==> config.mk <==
export PLATFORM = sky130hd
export DESIGN_NAME = ssc_top
export DESIGN_NICKNAME = d
export VERILOG_FILES = /design/src/rtl/ssc_pkg.sv /design/src/rtl/ssc_top.sv /design/src/rtl/ssc_leap.sv /design/src/rtl/ssc_dst.sv
export VERILOG_INCLUDE_DIRS = /design/src /design/src/rtl
export SDC_FILE = /design/constraint.sdc
export NUM_CORES = 1
export LEC_CHECK = 0
export BUFFER_PORTS_ARGS = -buffer_cell sky130_fd_sc_hd__buf_2
export CAP_MARGIN = 20
export CORE_MARGIN = 5
export CORE_UTILIZATION = 55
export CTS_CLUSTER_SIZE = 10
export DETAILED_ROUTE_END_ITERATION = 16
export MAX_ROUTING_LAYER = met4
export PLACE_DENSITY = 0.83
export SETUP_SLACK_MARGIN = 0.4
export SLEW_MARGIN = 40
export SYNTH_ARGS = -nofsm -noshare
export SYNTH_HDL_FRONTEND = slang
export SYNTH_SLANG_ARGS = --single-unit
==> constraint.sdc <==
create_clock -name pclk -period 1.7 [get_ports pclk]
set_clock_uncertainty 0.1 [all_clocks]
set_input_delay 0.255 -clock pclk [delete_from_list [all_inputs] [get_ports pclk]]
set_output_delay 0.255 -clock pclk [all_outputs]
set_load 0.03 [all_outputs]
==> src/rtl/ssc_cfg.svh <==
`ifndef SSC_CFG_SVH
`define SSC_CFG_SVH
// register byte offsets
`define SSC_OFF_SETTING 8'h00
`define SSC_OFF_STATUS 8'h04
`define SSC_OFF_INT_STAT 8'h08
`define SSC_OFF_INT_MASK 8'h0C
// setting byte fields
`define SSC_SETTING_W 8
`define SSC_SETTING_RST 8'h00
`define SSC_BIT_POLICY 6
`define SSC_BIT_OVERRIDE 5
`define SSC_BIT_LEAP_EN 4
`define SSC_SRC_MSB 3
`define SSC_SRC_LSB 0
// status register fields
`define SSC_ST_VALID 0
`define SSC_ST_LEAP_ERR 1
`define SSC_ST_DST_INT 2
`define SSC_ST_DISP_ERR 3
`define SSC_ST_SRC_LSB 4
`define SSC_ST_SRC_MSB 7
`define SSC_ST_SRC_OK 8
// interrupt status bits
`define SSC_INT_W 4
`define SSC_INT_RST 4'h0
`define SSC_INT_LEAP 0
`define SSC_INT_MRST 1
`define SSC_INT_LOST 2
`define SSC_INT_DST 3
// source codes that have an assigned mode
`define SSC_VALID_CODES 16'h1FFF
// largest accepted resync difference, in seconds
`define SSC_LEAP_MAX_SEC 32'h0000_0001
`endif

==> src/rtl/ssc_pkg.sv <==
package ssc_pkg;
    // synchronisation tracking of the leap checker
    typedef enum logic [1:0] {SSC_SYNC_INIT, SSC_SYNC_LOST, SSC_SYNC_LOCKED} ssc_sync_t;
    typedef logic [3:0] ssc_src_t;
    typedef logic [31:0] ssc_time_t;
endpackage

==> src/rtl/ssc_top.sv <==
// Our own choices: register access over APB and the placing of the registers.
`timescale 1ns/1ps
`default_nettype none
`include "ssc_cfg.svh"
module ssc_top #(
    parameter logic [15:0] SATNAV_CODES = 16'h0200, // source codes using satellite time
    parameter logic [15:0] DUAL_CODES = 16'h0600 // dual-source safety codes
) (
    input wire logic pclk, // 100 MHz clock
    input wire logic presetn, // async reset, active low
    input wire logic psel, // apb select
    input wire logic penable, // apb access phase
    input wire logic pwrite, // apb write
    input wire logic [7:0] paddr, // apb byte address
    input wire logic [31:0] pwdata, // apb write data
    output logic [31:0] prdata, // apb read data
    output logic pready, // apb ready
    output logic pslverr, // apb error, unmapped address
    input wire logic src_valid, // sync source delivers valid time
    input wire logic time_stb, // received time strobe
    input wire ssc_pkg::ssc_time_t ext_time, // received time
    input wire ssc_pkg::ssc_time_t int_time, // internal clock time
    input wire logic ext_chg_stb, // source changeover announcement
    input wire logic int_chg_stb, // internal changeover time reached
    output logic clock_load, // load internal clock pulse
    output ssc_pkg::ssc_time_t clock_load_time, // value to load
    output logic dst_apply, // perform changeover pulse
    output logic dst_internal, // internal changeover times in force
    output logic clock_valid, // clock status valid
    output logic status_dash, // show dash status indicator
    output logic leap_error, // leap error status
    output ssc_pkg::ssc_src_t display_id, // identifier of selected source
    output logic display_err, // show error instead of identifier
    output logic master_reset, // system master reset pulse
    output logic irq // interrupt, active high level
);
    import ssc_pkg::*;

    // a literal cannot be bit-selected, so the code table is held as a constant
    localparam logic [15:0] VALID_CODES = `SSC_VALID_CODES;

    logic [`SSC_SETTING_W-1:0] setting_r, setting_nxt;
    logic [`SSC_INT_W-1:0] int_stat_r, int_stat_nxt, int_mask_r, int_mask_nxt, int_set;
    logic [31:0] prdata_nxt, status_word;
    logic pready_nxt, pslverr_nxt, irq_nxt;
    logic mrst_nxt, valid_nxt, leap_err_nxt, hold_r, hold_nxt, disp_err_nxt;
    logic wr_acc, rd_acc, mapped;
    logic load_stb, leap_stb, lost_stb, is_dual, is_satnav;
    ssc_src_t src_sel, disp_nxt;

    // a write is taken in the access cycle while pready stands high, a read in the setup cycle
    assign wr_acc = psel && penable && pready && pwrite;
    assign rd_acc = psel && !penable && !pwrite;
    assign mapped = (paddr == `SSC_OFF_SETTING) || (paddr == `SSC_OFF_STATUS) ||
                    (paddr == `SSC_OFF_INT_STAT) || (paddr == `SSC_OFF_INT_MASK);
    assign src_sel = setting_r[`SSC_SRC_MSB:`SSC_SRC_LSB];
    assign is_dual = DUAL_CODES[src_sel];
    assign is_satnav = SATNAV_CODES[src_sel];

    // live status word, sampled into prdata in the setup cycle
    always_comb begin
        status_word = 32'h0000_0000;
        status_word[`SSC_ST_VALID] = clock_valid;
        status_word[`SSC_ST_LEAP_ERR] = leap_error;
        status_word[`SSC_ST_DST_INT] = dst_internal;
        status_word[`SSC_ST_DISP_ERR] = display_err;
        status_word[`SSC_ST_SRC_MSB:`SSC_ST_SRC_LSB] = display_id;
        status_word[`SSC_ST_SRC_OK] = src_valid;
    end

    // apb answer: one access cycle, read data prepared during setup
    always_comb begin
        pready_nxt = psel && !penable;
        pslverr_nxt = psel && !penable && !mapped;
        prdata_nxt = 32'h0000_0000;
        if (rd_acc) begin
            unique case (paddr)
                `SSC_OFF_SETTING: prdata_nxt = {{(32-`SSC_SETTING_W){1'b0}}, setting_r};
                `SSC_OFF_STATUS: prdata_nxt = status_word;
                `SSC_OFF_INT_STAT: prdata_nxt = {{(32-`SSC_INT_W){1'b0}}, int_stat_r};
                `SSC_OFF_INT_MASK: prdata_nxt = {{(32-`SSC_INT_W){1'b0}}, int_mask_r};
                default: prdata_nxt = 32'h0000_0000;
            endcase
        end
    end

    always_ff @(posedge pclk or negedge presetn) begin
        if (!presetn) begin
            pready <= 1'b0;
            pslverr <= 1'b0;
            prdata <= 32'h0000_0000;
        end else begin
            pready <= pready_nxt;
            pslverr <= pslverr_nxt;
            prdata <= prdata_nxt;
        end
    end

    // setting byte and the master reset that a new source code brings
    always_comb begin
        setting_nxt = setting_r;
        mrst_nxt = 1'b0;
        if (wr_acc && paddr == `SSC_OFF_SETTING) begin
            setting_nxt = pwdata[`SSC_SETTING_W-1:0];
            // rewriting the same code leaves the system running
            mrst_nxt = pwdata[`SSC_SRC_MSB:`SSC_SRC_LSB] != src_sel;
        end
    end

    always_ff @(posedge pclk or negedge presetn) begin
        if (!presetn) begin
            setting_r <= `SSC_SETTING_RST;
            master_reset <= 1'b0;
        end else begin
            setting_r <= setting_nxt;
            master_reset <= mrst_nxt;
        end
    end

    // identifier shown for the selected source, error for codes without a mode
    always_comb begin
        disp_nxt = src_sel;
        disp_err_nxt = !VALID_CODES[src_sel];
    end

    always_ff @(posedge pclk or negedge presetn) begin
        if (!presetn) begin
            display_id <= 4'h0;
            display_err <= 1'b0;
        end else begin
            display_id <= disp_nxt;
            display_err <= disp_err_nxt;
        end
    end

    ssc_leap u_leap (
        .pclk(pclk),
        .presetn(presetn),
        .restart(master_reset),
        .time_stb(time_stb),
        .src_valid(src_valid),
        .leap_en(setting_r[`SSC_BIT_LEAP_EN]),
        .ext_time(ext_time),
        .int_time(int_time),
        .load_stb(load_stb),
        .load_time(clock_load_time),
        .leap_stb(leap_stb),
        .lost_stb(lost_stb)
    );

    ssc_dst u_dst (
        .pclk(pclk),
        .presetn(presetn),
        .policy(setting_r[`SSC_BIT_POLICY]),
        .override(setting_r[`SSC_BIT_OVERRIDE]),
        .satnav(is_satnav),
        .src_valid(src_valid),
        .ext_chg_stb(ext_chg_stb),
        .int_chg_stb(int_chg_stb),
        .use_internal(dst_internal),
        .apply_stb(dst_apply)
    );

    assign clock_load = load_stb;

    // clock status: a leap holds it invalid until the source is lost and regained cleanly
    always_comb begin
        hold_nxt = hold_r;
        if (master_reset || lost_stb) begin
            hold_nxt = 1'b0;
        end
        if (leap_stb) begin
            hold_nxt = 1'b1;
        end
        valid_nxt = !master_reset && src_valid && !hold_nxt && (clock_valid || load_stb);
        leap_err_nxt = !master_reset && (leap_error || (leap_stb && is_dual));
    end

    always_ff @(posedge pclk or negedge presetn) begin
        if (!presetn) begin
            hold_r <= 1'b0;
            clock_valid <= 1'b0;
            status_dash <= 1'b1;
            leap_error <= 1'b0;
        end else begin
            hold_r <= hold_nxt;
            clock_valid <= valid_nxt;
            status_dash <= !valid_nxt;
            leap_error <= leap_err_nxt;
        end
    end

    // sticky events, write one to clear; a new event wins over a clear
    always_comb begin
        int_set = '0;
        int_set[`SSC_INT_LEAP] = leap_stb;
        int_set[`SSC_INT_MRST] = master_reset;
        int_set[`SSC_INT_LOST] = lost_stb;
        int_set[`SSC_INT_DST] = dst_apply;
        int_stat_nxt = int_stat_r;
        int_mask_nxt = int_mask_r;
        if (wr_acc && paddr == `SSC_OFF_INT_STAT) begin
            int_stat_nxt = int_stat_r & ~pwdata[`SSC_INT_W-1:0];
        end
        if (wr_acc && paddr == `SSC_OFF_INT_MASK) begin
            int_mask_nxt = pwdata[`SSC_INT_W-1:0];
        end
        int_stat_nxt = int_stat_nxt | int_set;
        irq_nxt = |(int_stat_nxt & int_mask_nxt);
    end

    always_ff @(posedge pclk or negedge presetn) begin
        if (!presetn) begin
            int_stat_r <= `SSC_INT_RST;
            int_mask_r <= `SSC_INT_RST;
            irq <= 1'b0;
        end else begin
            int_stat_r <= int_stat_nxt;
            int_mask_r <= int_mask_nxt;
            irq <= irq_nxt;
        end
    end
endmodule
`default_nettype wire

==> src/rtl/ssc_leap.sv <==
`timescale 1ns/1ps
`default_nettype none
`include "ssc_cfg.svh"
module ssc_leap (
    input wire logic pclk, // system clock
    input wire logic presetn, // async reset, active low
    input wire logic restart, // master reset pulse
    input wire logic time_stb, // received time strobe
    input wire logic src_valid, // source delivers valid time
    input wire logic leap_en, // leap detection enable
    input wire ssc_pkg::ssc_time_t ext_time, // received time in seconds
    input wire ssc_pkg::ssc_time_t int_time, // internal clock in seconds
    output logic load_stb, // load internal clock
    output ssc_pkg::ssc_time_t load_time, // time to load
    output logic leap_stb, // leap above limit detected
    output logic lost_stb // synchronisation lost
);
    import ssc_pkg::*;
    ssc_sync_t state_r, state_nxt;
    logic load_nxt, leap_nxt, lost_nxt;
    ssc_time_t time_nxt, diff;

    // absolute difference between received and internal time
    assign diff = (ext_time > int_time) ? (ext_time - int_time) : (int_time - ext_time);

    // tracking and one-shot comparison
    always_comb begin
        state_nxt = state_r;
        load_nxt = 1'b0;
        leap_nxt = 1'b0;
        lost_nxt = 1'b0;
        time_nxt = load_time;
        if (restart) begin
            state_nxt = SSC_SYNC_INIT;
        end else if (time_stb && src_valid) begin
            load_nxt = 1'b1;
            time_nxt = ext_time;
            state_nxt = SSC_SYNC_LOCKED;
            unique case (state_r)
                SSC_SYNC_LOST: leap_nxt = leap_en && (diff > `SSC_LEAP_MAX_SEC);
                SSC_SYNC_INIT, SSC_SYNC_LOCKED: leap_nxt = 1'b0;
            endcase
        end else if (!src_valid && state_r == SSC_SYNC_LOCKED) begin
            state_nxt = SSC_SYNC_LOST;
            lost_nxt = 1'b1;
        end
    end

    always_ff @(posedge pclk or negedge presetn) begin
        if (!presetn) begin
            state_r <= SSC_SYNC_INIT;
            load_stb <= 1'b0;
            leap_stb <= 1'b0;
            lost_stb <= 1'b0;
            load_time <= 32'h0000_0000;
        end else begin
            state_r <= state_nxt;
            load_stb <= load_nxt;
            leap_stb <= leap_nxt;
            lost_stb <= lost_nxt;
            load_time <= time_nxt;
        end
    end
endmodule
`default_nettype wire

==> src/rtl/ssc_dst.sv <==
`timescale 1ns/1ps
`default_nettype none
`include "ssc_cfg.svh"
module ssc_dst (
    input wire logic pclk, // system clock
    input wire logic presetn, // async reset, active low
    input wire logic policy, // fall back to internal when source lost
    input wire logic override, // internal times only
    input wire logic satnav, // satellite source selected
    input wire logic src_valid, // source delivers valid time
    input wire logic ext_chg_stb, // changeover announced by source
    input wire logic int_chg_stb, // internal changeover time reached
    output logic use_internal, // internal times in force
    output logic apply_stb // perform changeover now
);
    logic use_int_nxt, apply_nxt;

    // choose changeover origin, then pass only that origin's strobe
    always_comb begin
        use_int_nxt = override || satnav || (policy && !src_valid);
        apply_nxt = use_int_nxt ? int_chg_stb : ext_chg_stb;
    end

    always_ff @(posedge pclk or negedge presetn) begin
        if (!presetn) begin
            use_internal <= 1'b0;
            apply_stb <= 1'b0;
        end else begin
            use_internal <= use_int_nxt;
            apply_stb <= apply_nxt;
        end
    end
endmodule
`default_nettype wire

==> results of run 1 <==
layer usage:
| metal | global-route usage | GRT overflow |
|---|---|---|
| met5 | - | - |
| met3 | 0.532 | 0 |
| met4 | 0.749 | 19 |
| met2 | 0.906 | 20 |
| met1 | 0.710 | 0 |
cells by family after synthesis:
family,Yosys count,share of synthesized area
buf+inv,157,0.102
compound gates,280,0.258
xor+xnor,30,0.0362
mux,32,0.0537
other cells,1,0.000516
fa+ha+maj,67,0.117
flops,77,0.265
simple gates,235,0.167
Yosys cell counts (15+ instances only):
cell type  instances  area [µm²]
a21o_1            22         165
a21oi_1           74         370
o21ai_0           66         330
nand4_1           19         119
nand3_1           15        75.1
ha_1              65         813
xnor2_1           20         175
buf_4             31         233
nor2_1            43         161
buf_2             17        85.1
dfrtp_1           76        1900
nand2_1           74         278
a211oi_1          18         135
mux2_2            16         180
inv_1             92         345
timing repair:
item,in CTS
hold endpoints to repair,22
gates cloned,11
pin swaps,75
gates resized for setup,214
endpoints found under the setup margin,67
buffers inserted,29
hold buffers,1
through the flow:
step           setup slack [ns]   util  cells  hold slack (ns)  setup TNS (ns)
4_1_cts                   -1.14  0.888   1476           0.0262           -1.93
3_5_place_dp              -1.86  0.769   1419           0.0751           -6.06
3_3_place_gp              -1.84  0.769   1419           0.0713           -5.22
2_1_floorplan             -1.22      -    901           -0.141           -3.29
==> results.py, run 1 <==
metrics = {
    "outcome": {
        "status": "did not finish",
        "lastStage": "global routing",
        "stop_error": "[ERROR GRT-0232] Routing congestion too high. Check the congestion heatmap in the GUI.",
    },
    "synthesis": {
        "synth-main-ff-cell": "dfrtp_1",
        "synthesis.instances": 879,
        "synth-edff-count": 0,
        "synth_seq_area_share": 0.265,
        "synth.avg_cell_area_um2": 8.27,
        "async_reset_ff_frac": 1.00,
        "ys_seq_elements": 77,
        "ys_types": 83,
        "synth_area_um2": 7270,
        "synth_warnings": 0,
    },
    "clock_tree": {
        "cts_inserted_buffers": 9,
        "root_buffer": "clkbuf_16",
        "cts_sinks": 77,
        "htree_num_levels": 3,
        "cts.path.max_buffers": 2,
    },
    "floorplanning": {
        "num_rows": 42,
        "ioPinCount": 192,
        "die_w_um": 125,
        "initial_core_util": 0.555,
        "die_h_um": 125,
    },
    "placed_design": {
        "dp_hpwl_mm": 20.4,
        "placed_cell_area_um2": 10100,
        "port-buffer-count": 144,
        "gp_congestion": 1.01,
    },
    "sta": {
        "worstEpCategory": "register input",
        "crit_endpoint": "u_leap.leap_stb$_DFF_PN0_/D",
    },
    "global_route": {
        "grt_overflow_total": 39,
        "grt_max_degree": 50,
        "grt_usage": 0.734,
    },
}
==> run 2: changes to the inputs <==
--- a/config.mk
+++ b/config.mk
@@ -9,12 +9,9 @@
 export BUFFER_PORTS_ARGS = -buffer_cell sky130_fd_sc_hd__buf_2
 export CAP_MARGIN = 20
 export CORE_MARGIN = 5
-export CORE_UTILIZATION = 55
-export CTS_CLUSTER_SIZE = 10
+export CORE_UTILIZATION = 40
 export DETAILED_ROUTE_END_ITERATION = 16
-export MAX_ROUTING_LAYER = met4
-export PLACE_DENSITY = 0.83
-export SETUP_SLACK_MARGIN = 0.4
+export PLACE_DENSITY_LB_ADDON = 0.15
 export SLEW_MARGIN = 40
 export SYNTH_ARGS = -nofsm -noshare
 export SYNTH_HDL_FRONTEND = slang
==> results.py, run 2 <==
metrics = {
    "floorplanning": {
        "num_rows": 49,
        "fp.coreArea_um2": 17900,
        "die_area_um2": 21000,
        "ioPinCount": 192,
        "die_h_um": 145,
        "die_w_um": 145,
        "initial_core_util": 0.406,
    },
    "sta": {
        "clock.fmax_ghz": 0.341,
        "hold_ws_ns": 0.0357,
        "fin_crit_ns": 2.94,
        "drv_slew": 0,
        "rsz0062_at_grt": "yes",
        "finalSetupViolations": 2,
        "max_slew_margin": 0.651,
        "worst_slack_ns": -1.24,
        "hold_viol": 0,
        "timing.final.crit_share": 1.73,
        "worst_slew_pin_slew_ns": 0.520,
    },
    "setup_path": {
        "crit_fanout": 5,
        "startpoint": "ext_time[22]",
        "rrSetupSlack_ns": 0.03,
        "cp.arrival_ns": 3.06,
        "start_kind": "input pin",
        "reg2reg_depth": 6,
        "cp-end-kind": "register",
        "worstReg2RegStart": "pready",
        "path_class": "in2reg",
        "critPathRequiredTime_ns": 1.83,
        "rr_endpoint": "irq",
    },
    "drt": {
        "routed_via_density": 5.22,
        "drc_errors": 0,
        "dr.pass1.iters": 7,
        "drt-initial-drc-count": 449,
        "wire_per_inst_um": 16.0,
        "drtAntennaViolNets": 0,
        "drt_wl_total_mm": 24.5,
        "num_vias": 8010,
    },
    "synthesis": {
        "synth_warnings": 0,
        "synth_area_um2": 7270,
        "synth.cells.most_frequent": "92 x inv_1, 76 x dfrtp_1, 74 x a21oi_1, 74 x nand2_1, 66 x o21ai_0",
        "synth-edff-count": 0,
        "synthTopCellsByArea": "dfrtp_1 26%, ha_1 11%, a21oi_1 5.1%",
        "synth.most_common_cell": "inv_1",
        "synth_seq_area_share": 0.265,
        "synthesis.instances": 879,
        "synth_top_area_frac": 0.262,
        "ys_types": 83,
        "synth.avg_cell_area_um2": 8.27,
        "async_reset_ff_frac": 1.00,
        "synth-main-ff-cell": "dfrtp_1",
        "yosys.area.top_type": "dfrtp_1",
        "ys_seq_elements": 77,
    },
    "finish": {
        "final_nets": 1481,
        "final_core_util": 0.641,
        "syn2layout_area_growth_pct": 58.0,
        "antenna_cells": 0,
        "largest-register": "u_leap.load_time",
        "drive_above_1_share": 0.472,
        "largest_reg_flops": 32,
        "reg_top3": "u_leap.load_time: 32 flops, prdata: 9 flops, setting_r: 8 flops",
        "layout.cells.most_common_list": "296 x buf_4, 134 x buf_2, 79 x inv_1, 76 x dfrtp_1, 72 x nand2_1",
        "layout_commonest_cell": "buf_4",
        "fillers": 1587,
        "design_area_um2": 11500,
    },
    "clock_tree": {
        "cts.path.max_buffers": 2,
        "htree_num_levels": 3,
        "clk_latency_ns": 0.36,
        "cts_tree": "done",
        "root_buffer": "clkbuf_16",
        "cts_sinks": 77,
        "clkTransAtPathRegs_ns": 0.08,
        "cts_inserted_buffers": 9,
    },
    "placed_design": {
        "port-buffer-count": 144,
        "dp_hpwl_mm": 19.5,
        "gp_congestion": 0.903,
        "placed_cell_area_um2": 10300,
    },
    "global_route": {
        "grt_max_degree": 63,
        "grt_pass1_wl_mm": 38.2,
        "grt_antenna_before_repair": 1,
        "grt_usage": 0.228,
        "grt_pass1_vias": 7890,
        "grt_overflow_total": 0,
    },
    "power": {
        "ir_drop_v": 0.000499,
        "power_density_nw_per_um2": 654,
        "p_leak_nw": 5.81,
    },
    "worst_hold_path": {
        "min_to": "setting_r[5]",
        "hold_path.class": "in2reg",
        "hp-start": "pwdata[5]",
        "holdPathStages": 2,
    },
    "outcome": {
        "status": "finished, violations left",
        "violations": "negative setup slack",
    },
    "run": {
        "drv_cap": 0,
    },
}
## run 2: cell families (layout without fill, tap and decap cells)
| group | after synthesis | after routing | synth area share |
|---|---|---|---|
| flops | 77 | 77 | 0.265 |
| xor+xnor | 30 | 30 | 0.0362 |
| simple gates | 235 | 235 | 0.167 |
| buf+inv | 157 | 561 | 0.102 |
| other cells | 1 | 23 | 0.000516 |
| compound gates | 280 | 281 | 0.258 |
| mux | 32 | 32 | 0.0537 |
| fa+ha+maj | 67 | 67 | 0.117 |
## run 2: how the worst max path moves through the flow
stage,slack [ns],to,cells past startpoint
4_1_cts,-1.18,u_leap.leap_stb,15
3_3_place_gp,-1.69,u_leap.leap_stb,17
5_1_grt,-1.33,u_leap.leap_stb,16
3_5_place_dp,-1.73,u_leap.leap_stb,13
2_1_floorplan,-1.22,u_leap.leap_stb,14
6_report,-1.24,u_leap.leap_stb,15
## run 2: routing by layer
metal  share of wire  up-vias  track usage
met3           0.066       40       0.0332
met4           0.023        2       0.0648
met2            0.48      231        0.394
li1                -     3962            -
met5         0.00053        -            0
met1            0.43     3775        0.295
## run 2: worst max-delay path, stage by stage
cell,delay (ns)
buf_6,0.08
inv_2,0.04
ha_4,0.28
nand4_1,0.26
buf_4,0.25
nor4_1,0.18
a22o_1,0.21
buf_4,0.14
nor2_4,0.06
a211oi_1,0.43
a211oi_1,0.11
o221ai_1,0.19
o211ai_1,0.15
nor4_2,0.30
a31oi_1,0.12
## run 2: area by class of cell
cell class	instances	area, µm²	area share
clock buffer	10	239	0.0208
clock inverter	6	50.0	0.00436
inverter	92	350	0.0305
multi-input combinational	668	5440	0.473
sequential	77	1930	0.168
tap	229	287	0.0250
timing repair buffer	453	3190	0.278
## run 2: per-stage QoR
step	setup slack, ns	instances	total power (W)	setup TNS, ns
2_1_floorplan	-1.22	901	0.00386	-2.98
3_3_place_gp	-1.69	1488	0.00516	-6.03
3_5_place_dp	-1.73	1488	0.00518	-6.26
4_1_cts	-1.18	1516	0.00735	-1.26
5_1_grt	-1.33	1535	0.00795	-1.42
6_report	-1.24	1535	0.00751	-1.28
## run 2: repair_timing
action	in CTS	in global routing
endpoints found under the setup margin	2	12
pin swaps	30	47
hold buffers	1	0
cloned	1	0
endpoints found under the hold margin	22	0
gates resized for setup	47	82
buffers inserted	10	19
## run 2: report_power, final
group	internal, W	switching [W]
sequential	0.00195	0.0000579
clock	0.00106	0.000920
combinational	0.00166	0.00188
total	0.00466	0.00285
Power figures use the tool's default switching activity.
==> run 3: changes to the inputs <==
==> constraint.sdc (replaced) <==
create_clock -name pclk -period 3.1 [get_ports pclk]
set_clock_uncertainty 0.1 [all_clocks]
set_input_delay 0.465 -clock pclk [delete_from_list [all_inputs] [get_ports pclk]]
set_output_delay 0.465 -clock pclk [all_outputs]
set_load 0.005 [all_outputs]
==> results.py, run 3 (synthesis gave the netlist of run 2 again) <==
metrics = {
    "drt": {
        "dr.pass1.iters": 5,
        "drc_errors": 0,
        "num_vias": 7925,
        "drt-initial-drc-count": 427,
        "wire_per_inst_um": 16.7,
        "routed_via_density": 5.34,
        "drt_wl_total_mm": 24.8,
        "drtAntennaViolNets": 0,
    },
    "clock_tree": {
        "htree_num_levels": 3,
        "cts_inserted_buffers": 9,
        "cts_sinks": 77,
        "cts.path.max_buffers": 2,
        "clkTransAtPathRegs_ns": 0.08,
        "cts_hold_buffers": 0,
        "cts_tree": "done",
        "clk_latency_ns": 0.36,
        "root_buffer": "clkbuf_16",
    },
    "setup_path": {
        "cp-end-kind": "register",
        "cpPeakStageDelay_ns": 0.37,
        "startpoint": "ext_time[16]",
        "cp.arrival_ns": 3.30,
        "crit_fanout": 4,
        "critPathBufInv": 3,
        "reg2reg_depth": 5,
        "path_depth": 14,
        "rr_endpoint": "u_leap.load_time[19]",
        "cp_top_family": "compound AO/OA/AOI/OAI gates",
        "start_kind": "input pin",
        "cpMaxStageDelayCell": "nor4_2",
        "worstReg2RegStart": "master_reset",
        "rrSetupSlack_ns": 1.23,
        "worstPathCellList": "buf_6 -> buf_4 -> ha_1 -> a21oi_1 -> o21ai_1 -> a22o_1 -> or2_4 -> o21ai_4 -> buf_6 -> a311oi_2 -> nor4_2 -> nand4b_1 -> nor4_2 -> a31oi_1",
        "critPathRequiredTime_ns": 3.24,
        "path_class": "in2reg",
        "cp-endpoint": "u_leap.leap_stb",
    },
    "finish": {
        "seq_area_um2": 1930,
        "stdcell_count": 1485,
        "largest-register": "u_leap.load_time",
        "drive_above_1_share": 0.439,
        "final_nets": 1431,
        "multi_input_area_um2": 5250,
        "layout_commonest_cell": "buf_4",
        "fillers": 1629,
        "reg_top3": "u_leap.load_time: 32 flops, prdata: 9 flops, setting_r: 8 flops",
        "largest_reg_flops": 32,
        "antenna_cells": 0,
        "syn2layout_area_growth_pct": 50.5,
        "layout.cells.most_common_list": "254 x buf_4, 134 x buf_2, 78 x inv_1, 76 x dfrtp_1, 73 x nand2_1",
    },
    "sta": {
        "finalSetupViolations": 1,
        "clock.fmax_ghz": 0.316,
        "max_slew_margin": 0.573,
        "hold_ws_ns": 0.0540,
        "drv_slew": 0,
        "worst_slew_pin_slew_ns": 0.640,
        "hold_viol": 0,
        "timing.final.crit_share": 1.02,
        "worst_slack_ns": -0.0657,
        "fin_crit_ns": 3.17,
        "rsz0062_at_grt": "yes",
    },
    "placed_design": {
        "dp_cells": 1450,
        "port-buffer-count": 144,
        "dp_hpwl_mm": 19.6,
        "gp_congestion": 0.968,
    },
    "floorplanning": {
        "num_rows": 49,
        "die_h_um": 145,
        "die_area_um2": 21000,
        "initial_core_util": 0.406,
        "fp.coreArea_um2": 17900,
        "ioPinCount": 192,
        "die_w_um": 145,
    },
    "power": {
        "power_density_nw_per_um2": 372,
        "ir_drop_v": 0.000269,
        "p_leak_nw": 5.52,
    },
    "global_route": {
        "grt_antenna_before_repair": 1,
        "grt_max_degree": 78,
        "grt_pass1_vias": 7669,
        "grt_usage": 0.230,
        "grt_pass1_wl_mm": 38.4,
        "grt_overflow_total": 0,
    },
    "run": {
        "drv_cap": 0,
    },
    "worst_hold_path": {
        "hold_path.class": "in2async",
    },
    "outcome": {
        "violations": "negative setup slack",
        "status": "finished, violations left",
    },
}
## run 3: cell count changes in the layout (fill, tap and decap cells not counted), sizes merged
cell         delta
clkinvlp        -1
o21ai           -1
bufinv          +2
clkbuf          +1
dlygate4sd3     -1
buf            -51
a21o            +1
## run 3: worst min path at each step
stage	from	slack (ns)	to
after CTS	presetn	0.09	int_mask_r[1]
after detailed placement	hold_r	0.36	hold_r
after global placement	u_leap.load_time[12]	0.36	u_leap.load_time[12]
final	presetn	0.05	u_leap.leap_stb
after floorplan	presetn	0.07	clock_valid
after global routing	presetn	0.11	prdata[7]
## run 3: where the power goes
group	internal [W]	switching, W	total [W]
sequential	0.00107	0.0000330	0.00110
combinational	0.000843	0.000866	0.00171
clock	0.000731	0.000524	0.00125
## run 3: through the flow
step                      setup TNS, ns  cell area, µm²  power [W]  utilization  setup slack (ns)
after floorplan                 -0.0268            7550    0.00197            -           -0.0268
after global placement           -0.500            9920    0.00265        0.554            -0.500
after detailed placement         -0.554            9920    0.00265        0.554            -0.554
after CTS                       -0.0125           10400    0.00397        0.583           -0.0125
after global routing             -0.159           10900    0.00431        0.611            -0.159
final                           -0.0657           10900    0.00406        0.611           -0.0657
## run 3: timing repair
item,4_1_cts,5_1_grt
buffers inserted,5,12
endpoints found under the setup margin,1,1
cloned,1,1
gates resized for setup,33,67
pin swaps,22,31
## run 3: layer usage
metal  GRT usage  share of wire  vias up
met1       0.305           0.45     3755
met2       0.390           0.47      255
met4      0.0648          0.023        2
met5           0        0.00052        -
met3      0.0358          0.057       48
li1            -              -     3865
## run 3: final cells by class
| type | instances | area share |
|---|---|---|
| Clock inverter | 7 | 0.0106 |
| Timing Repair Buffer | 403 | 0.254 |
| Inverter | 92 | 0.0320 |
| Multi-Input combinational cell | 668 | 0.480 |
| Tap cell | 229 | 0.0262 |
| Sequential cell | 77 | 0.176 |
| Clock buffer | 9 | 0.0206 |
## run 3: worst register-to-register path, cell delays in order, from the launching register on
cell and delay, ns:
dfrtp_1 0.53, nor2_1 0.14, nand2_2 0.38, buf_4 0.41, nand2_1 0.12, o21ai_0 0.10
==> run 4: changes to the inputs <==
--- a/config.mk
+++ b/config.mk
@@ -11,6 +11,7 @@
 export CORE_MARGIN = 5
 export CORE_UTILIZATION = 40
 export DETAILED_ROUTE_END_ITERATION = 16
+export HOLD_SLACK_MARGIN = 0.1
 export PLACE_DENSITY_LB_ADDON = 0.15
 export SLEW_MARGIN = 40
 export SYNTH_ARGS = -nofsm -noshare
==> results.py, run 4 (synthesis gave the netlist of run 2 again) <==
metrics = {
    "power": {
        "ir_drop_v": 0.000269,
        "clkPwrFrac": 0.308,
        "seqPwrFrac": 0.271,
        "power_density_nw_per_um2": 371,
        "netSwitchingFraction": 0.350,
        "p_int_w": 0.00264,
        "switchingPower_w": 0.00142,
        "total_power_w": 0.00406,
        "comb_power_share": 0.421,
        "p_leak_nw": 5.53,
    },
    "finish": {
        "antenna_cells": 0,
        "reg_top3": "u_leap.load_time: 32 flops, prdata: 9 flops, setting_r: 8 flops",
        "layout_commonest_cell": "buf_4",
        "largest_reg_flops": 32,
        "final_nets": 1432,
        "layout.cells.most_common_list": "254 x buf_4, 134 x buf_2, 78 x inv_1, 76 x dfrtp_1, 73 x nand2_1",
        "syn2layout_area_growth_pct": 50.6,
        "fillers": 1628,
        "multi_input_area_um2": 5250,
        "seq_area_um2": 1930,
        "largest-register": "u_leap.load_time",
        "drive_above_1_share": 0.438,
    },
    "placed_design": {
        "preCtsSetupSlack_ns": -0.554,
        "port-buffer-count": 144,
        "gp_congestion": 0.968,
        "dp_hpwl_mm": 19.6,
    },
    "setup_path": {
        "cpMaxStageDelayCell": "ha_2",
        "cp-end-kind": "register",
        "crit_fanout": 6,
        "cp.arrival_ns": 3.29,
        "path_class": "in2reg",
        "start_kind": "input pin",
        "cpPeakStageDelay_ns": 0.37,
        "critPathRequiredTime_ns": 3.24,
        "worstPathCellList": "buf_2 -> inv_1 -> ha_2 -> nand4_1 -> or2_1 -> o21bai_4 -> a21oi_4 -> o21ai_4 -> clkbuf_16 -> a211oi_1 -> o221a_2 -> nand4b_1 -> nor4_2 -> a31oi_1",
    },
    "sta": {
        "hold_viol": 0,
        "max_slew_margin": 0.570,
        "timing.final.crit_share": 1.02,
        "worst_slew_pin_slew_ns": 0.645,
        "worst_slack_ns": -0.0492,
        "hold_ws_ns": 0.241,
        "fin_crit_ns": 3.15,
        "clock.fmax_ghz": 0.318,
        "drv_slew": 0,
        "finalSetupViolations": 1,
        "rsz0062_at_grt": "yes",
    },
    "floorplanning": {
        "initial_core_util": 0.406,
        "die_area_um2": 21000,
        "die_w_um": 145,
        "ioPinCount": 192,
        "num_rows": 49,
        "fp.coreArea_um2": 17900,
        "die_h_um": 145,
    },
    "global_route": {
        "grt_pass1_wl_mm": 38.4,
        "grt_usage": 0.230,
        "grt_antenna_before_repair": 1,
        "grt_pass1_vias": 7681,
        "grt_overflow_total": 0,
        "grt_max_degree": 78,
    },
    "clock_tree": {
        "cts_sinks": 77,
        "cts_inserted_buffers": 9,
        "clkTransAtPathRegs_ns": 0.07,
        "cts_tree": "done",
        "root_buffer": "clkbuf_16",
        "cts.path.max_buffers": 2,
        "htree_num_levels": 3,
        "clk_latency_ns": 0.36,
    },
    "drt": {
        "drtAntennaViolNets": 0,
        "routed_via_density": 5.34,
        "num_vias": 7929,
        "drt-initial-drc-count": 447,
        "wire_per_inst_um": 16.7,
        "drc_errors": 0,
        "dr.pass1.iters": 5,
        "drt_wl_total_mm": 24.8,
    },
    "outcome": {
        "violations": "negative setup slack",
        "status": "finished, violations left",
    },
    "worst_hold_path": {
        "hold_path.class": "in2reg",
    },
    "run": {
        "drv_cap": 0,
    },
}
## run 4: layer usage
| layer | GRT usage | routed length [µm] | vias to the layer above |
|---|---|---|---|
| li1 | - | - | 3869 |
| met4 | 0.0648 | 559 | 2 |
| met1 | 0.305 | 11000 | 3759 |
| met3 | 0.0358 | 1480 | 48 |
| met5 | 0 | 13 | - |
| met2 | 0.390 | 11800 | 251 |
## run 4: timing repair
| item | CTS | global route |
|---|---|---|
| hold buffers | 1 | 0 |
| gates cloned | 1 | 1 |
| hold endpoints to repair | 34 | 0 |
| pin swaps | 22 | 31 |
| resized for setup | 33 | 67 |
| endpoints found under the setup margin | 1 | 1 |
| setup buffers | 5 | 12 |
## run 4: worst paths after layout
path / startpoint / end / slack, ns / cells past startpoint
max: ext_time[14] / u_leap.leap_stb / -0.05 / 14
min: pwdata[6] / setting_r[6] / 0.24 / 2
max reg2reg: master_reset / u_leap.load_time[19] / 1.22 / 5
min reg2reg: hold_r / hold_r / 0.37 / 2
max in group asynchronous: presetn / u_leap.load_time[20] / 1.84 / 2
min in group asynchronous: presetn / u_leap.leap_stb / 0.62 / 2
## run 4: stage by stage
step	cells	cell area, µm²	util	TNS [ns]
2_1_floorplan	901	7550	-	-0.0268
6_report	1486	10900	0.611	-0.0492
3_3_place_gp	1450	9920	0.554	-0.500
3_5_place_dp	1450	9920	0.554	-0.554
5_1_grt	1486	10900	0.611	-0.159
4_1_cts	1473	10400	0.584	-0.0125
## run 4: power by group through the flow
stage          logic [W]  registers, W  clock network [W]
5_1_grt          0.00187       0.00111            0.00133
6_report         0.00171       0.00110            0.00125
3_3_place_gp     0.00153       0.00112                  0
4_1_cts          0.00159       0.00110            0.00128
3_5_place_dp     0.00154       0.00112                  0
2_1_floorplan   0.000847       0.00112                  0
## run 4: area by class of cell
type	count	share of cell area
Inverter	92	0.0320
Clock inverter	7	0.0106
Tap cell	229	0.0262
Clock buffer	9	0.0206
Multi-Input combinational cell	668	0.480
Timing Repair Buffer	404	0.254
Sequential cell	77	0.176
## run 4: critical path, delay by kind of cell
kind | cells | cell delay (ns)
compound gates | 6 | 1.12
simple gates | 4 | 0.98
fa+ha+maj | 1 | 0.37
buf+inv | 3 | 0.32
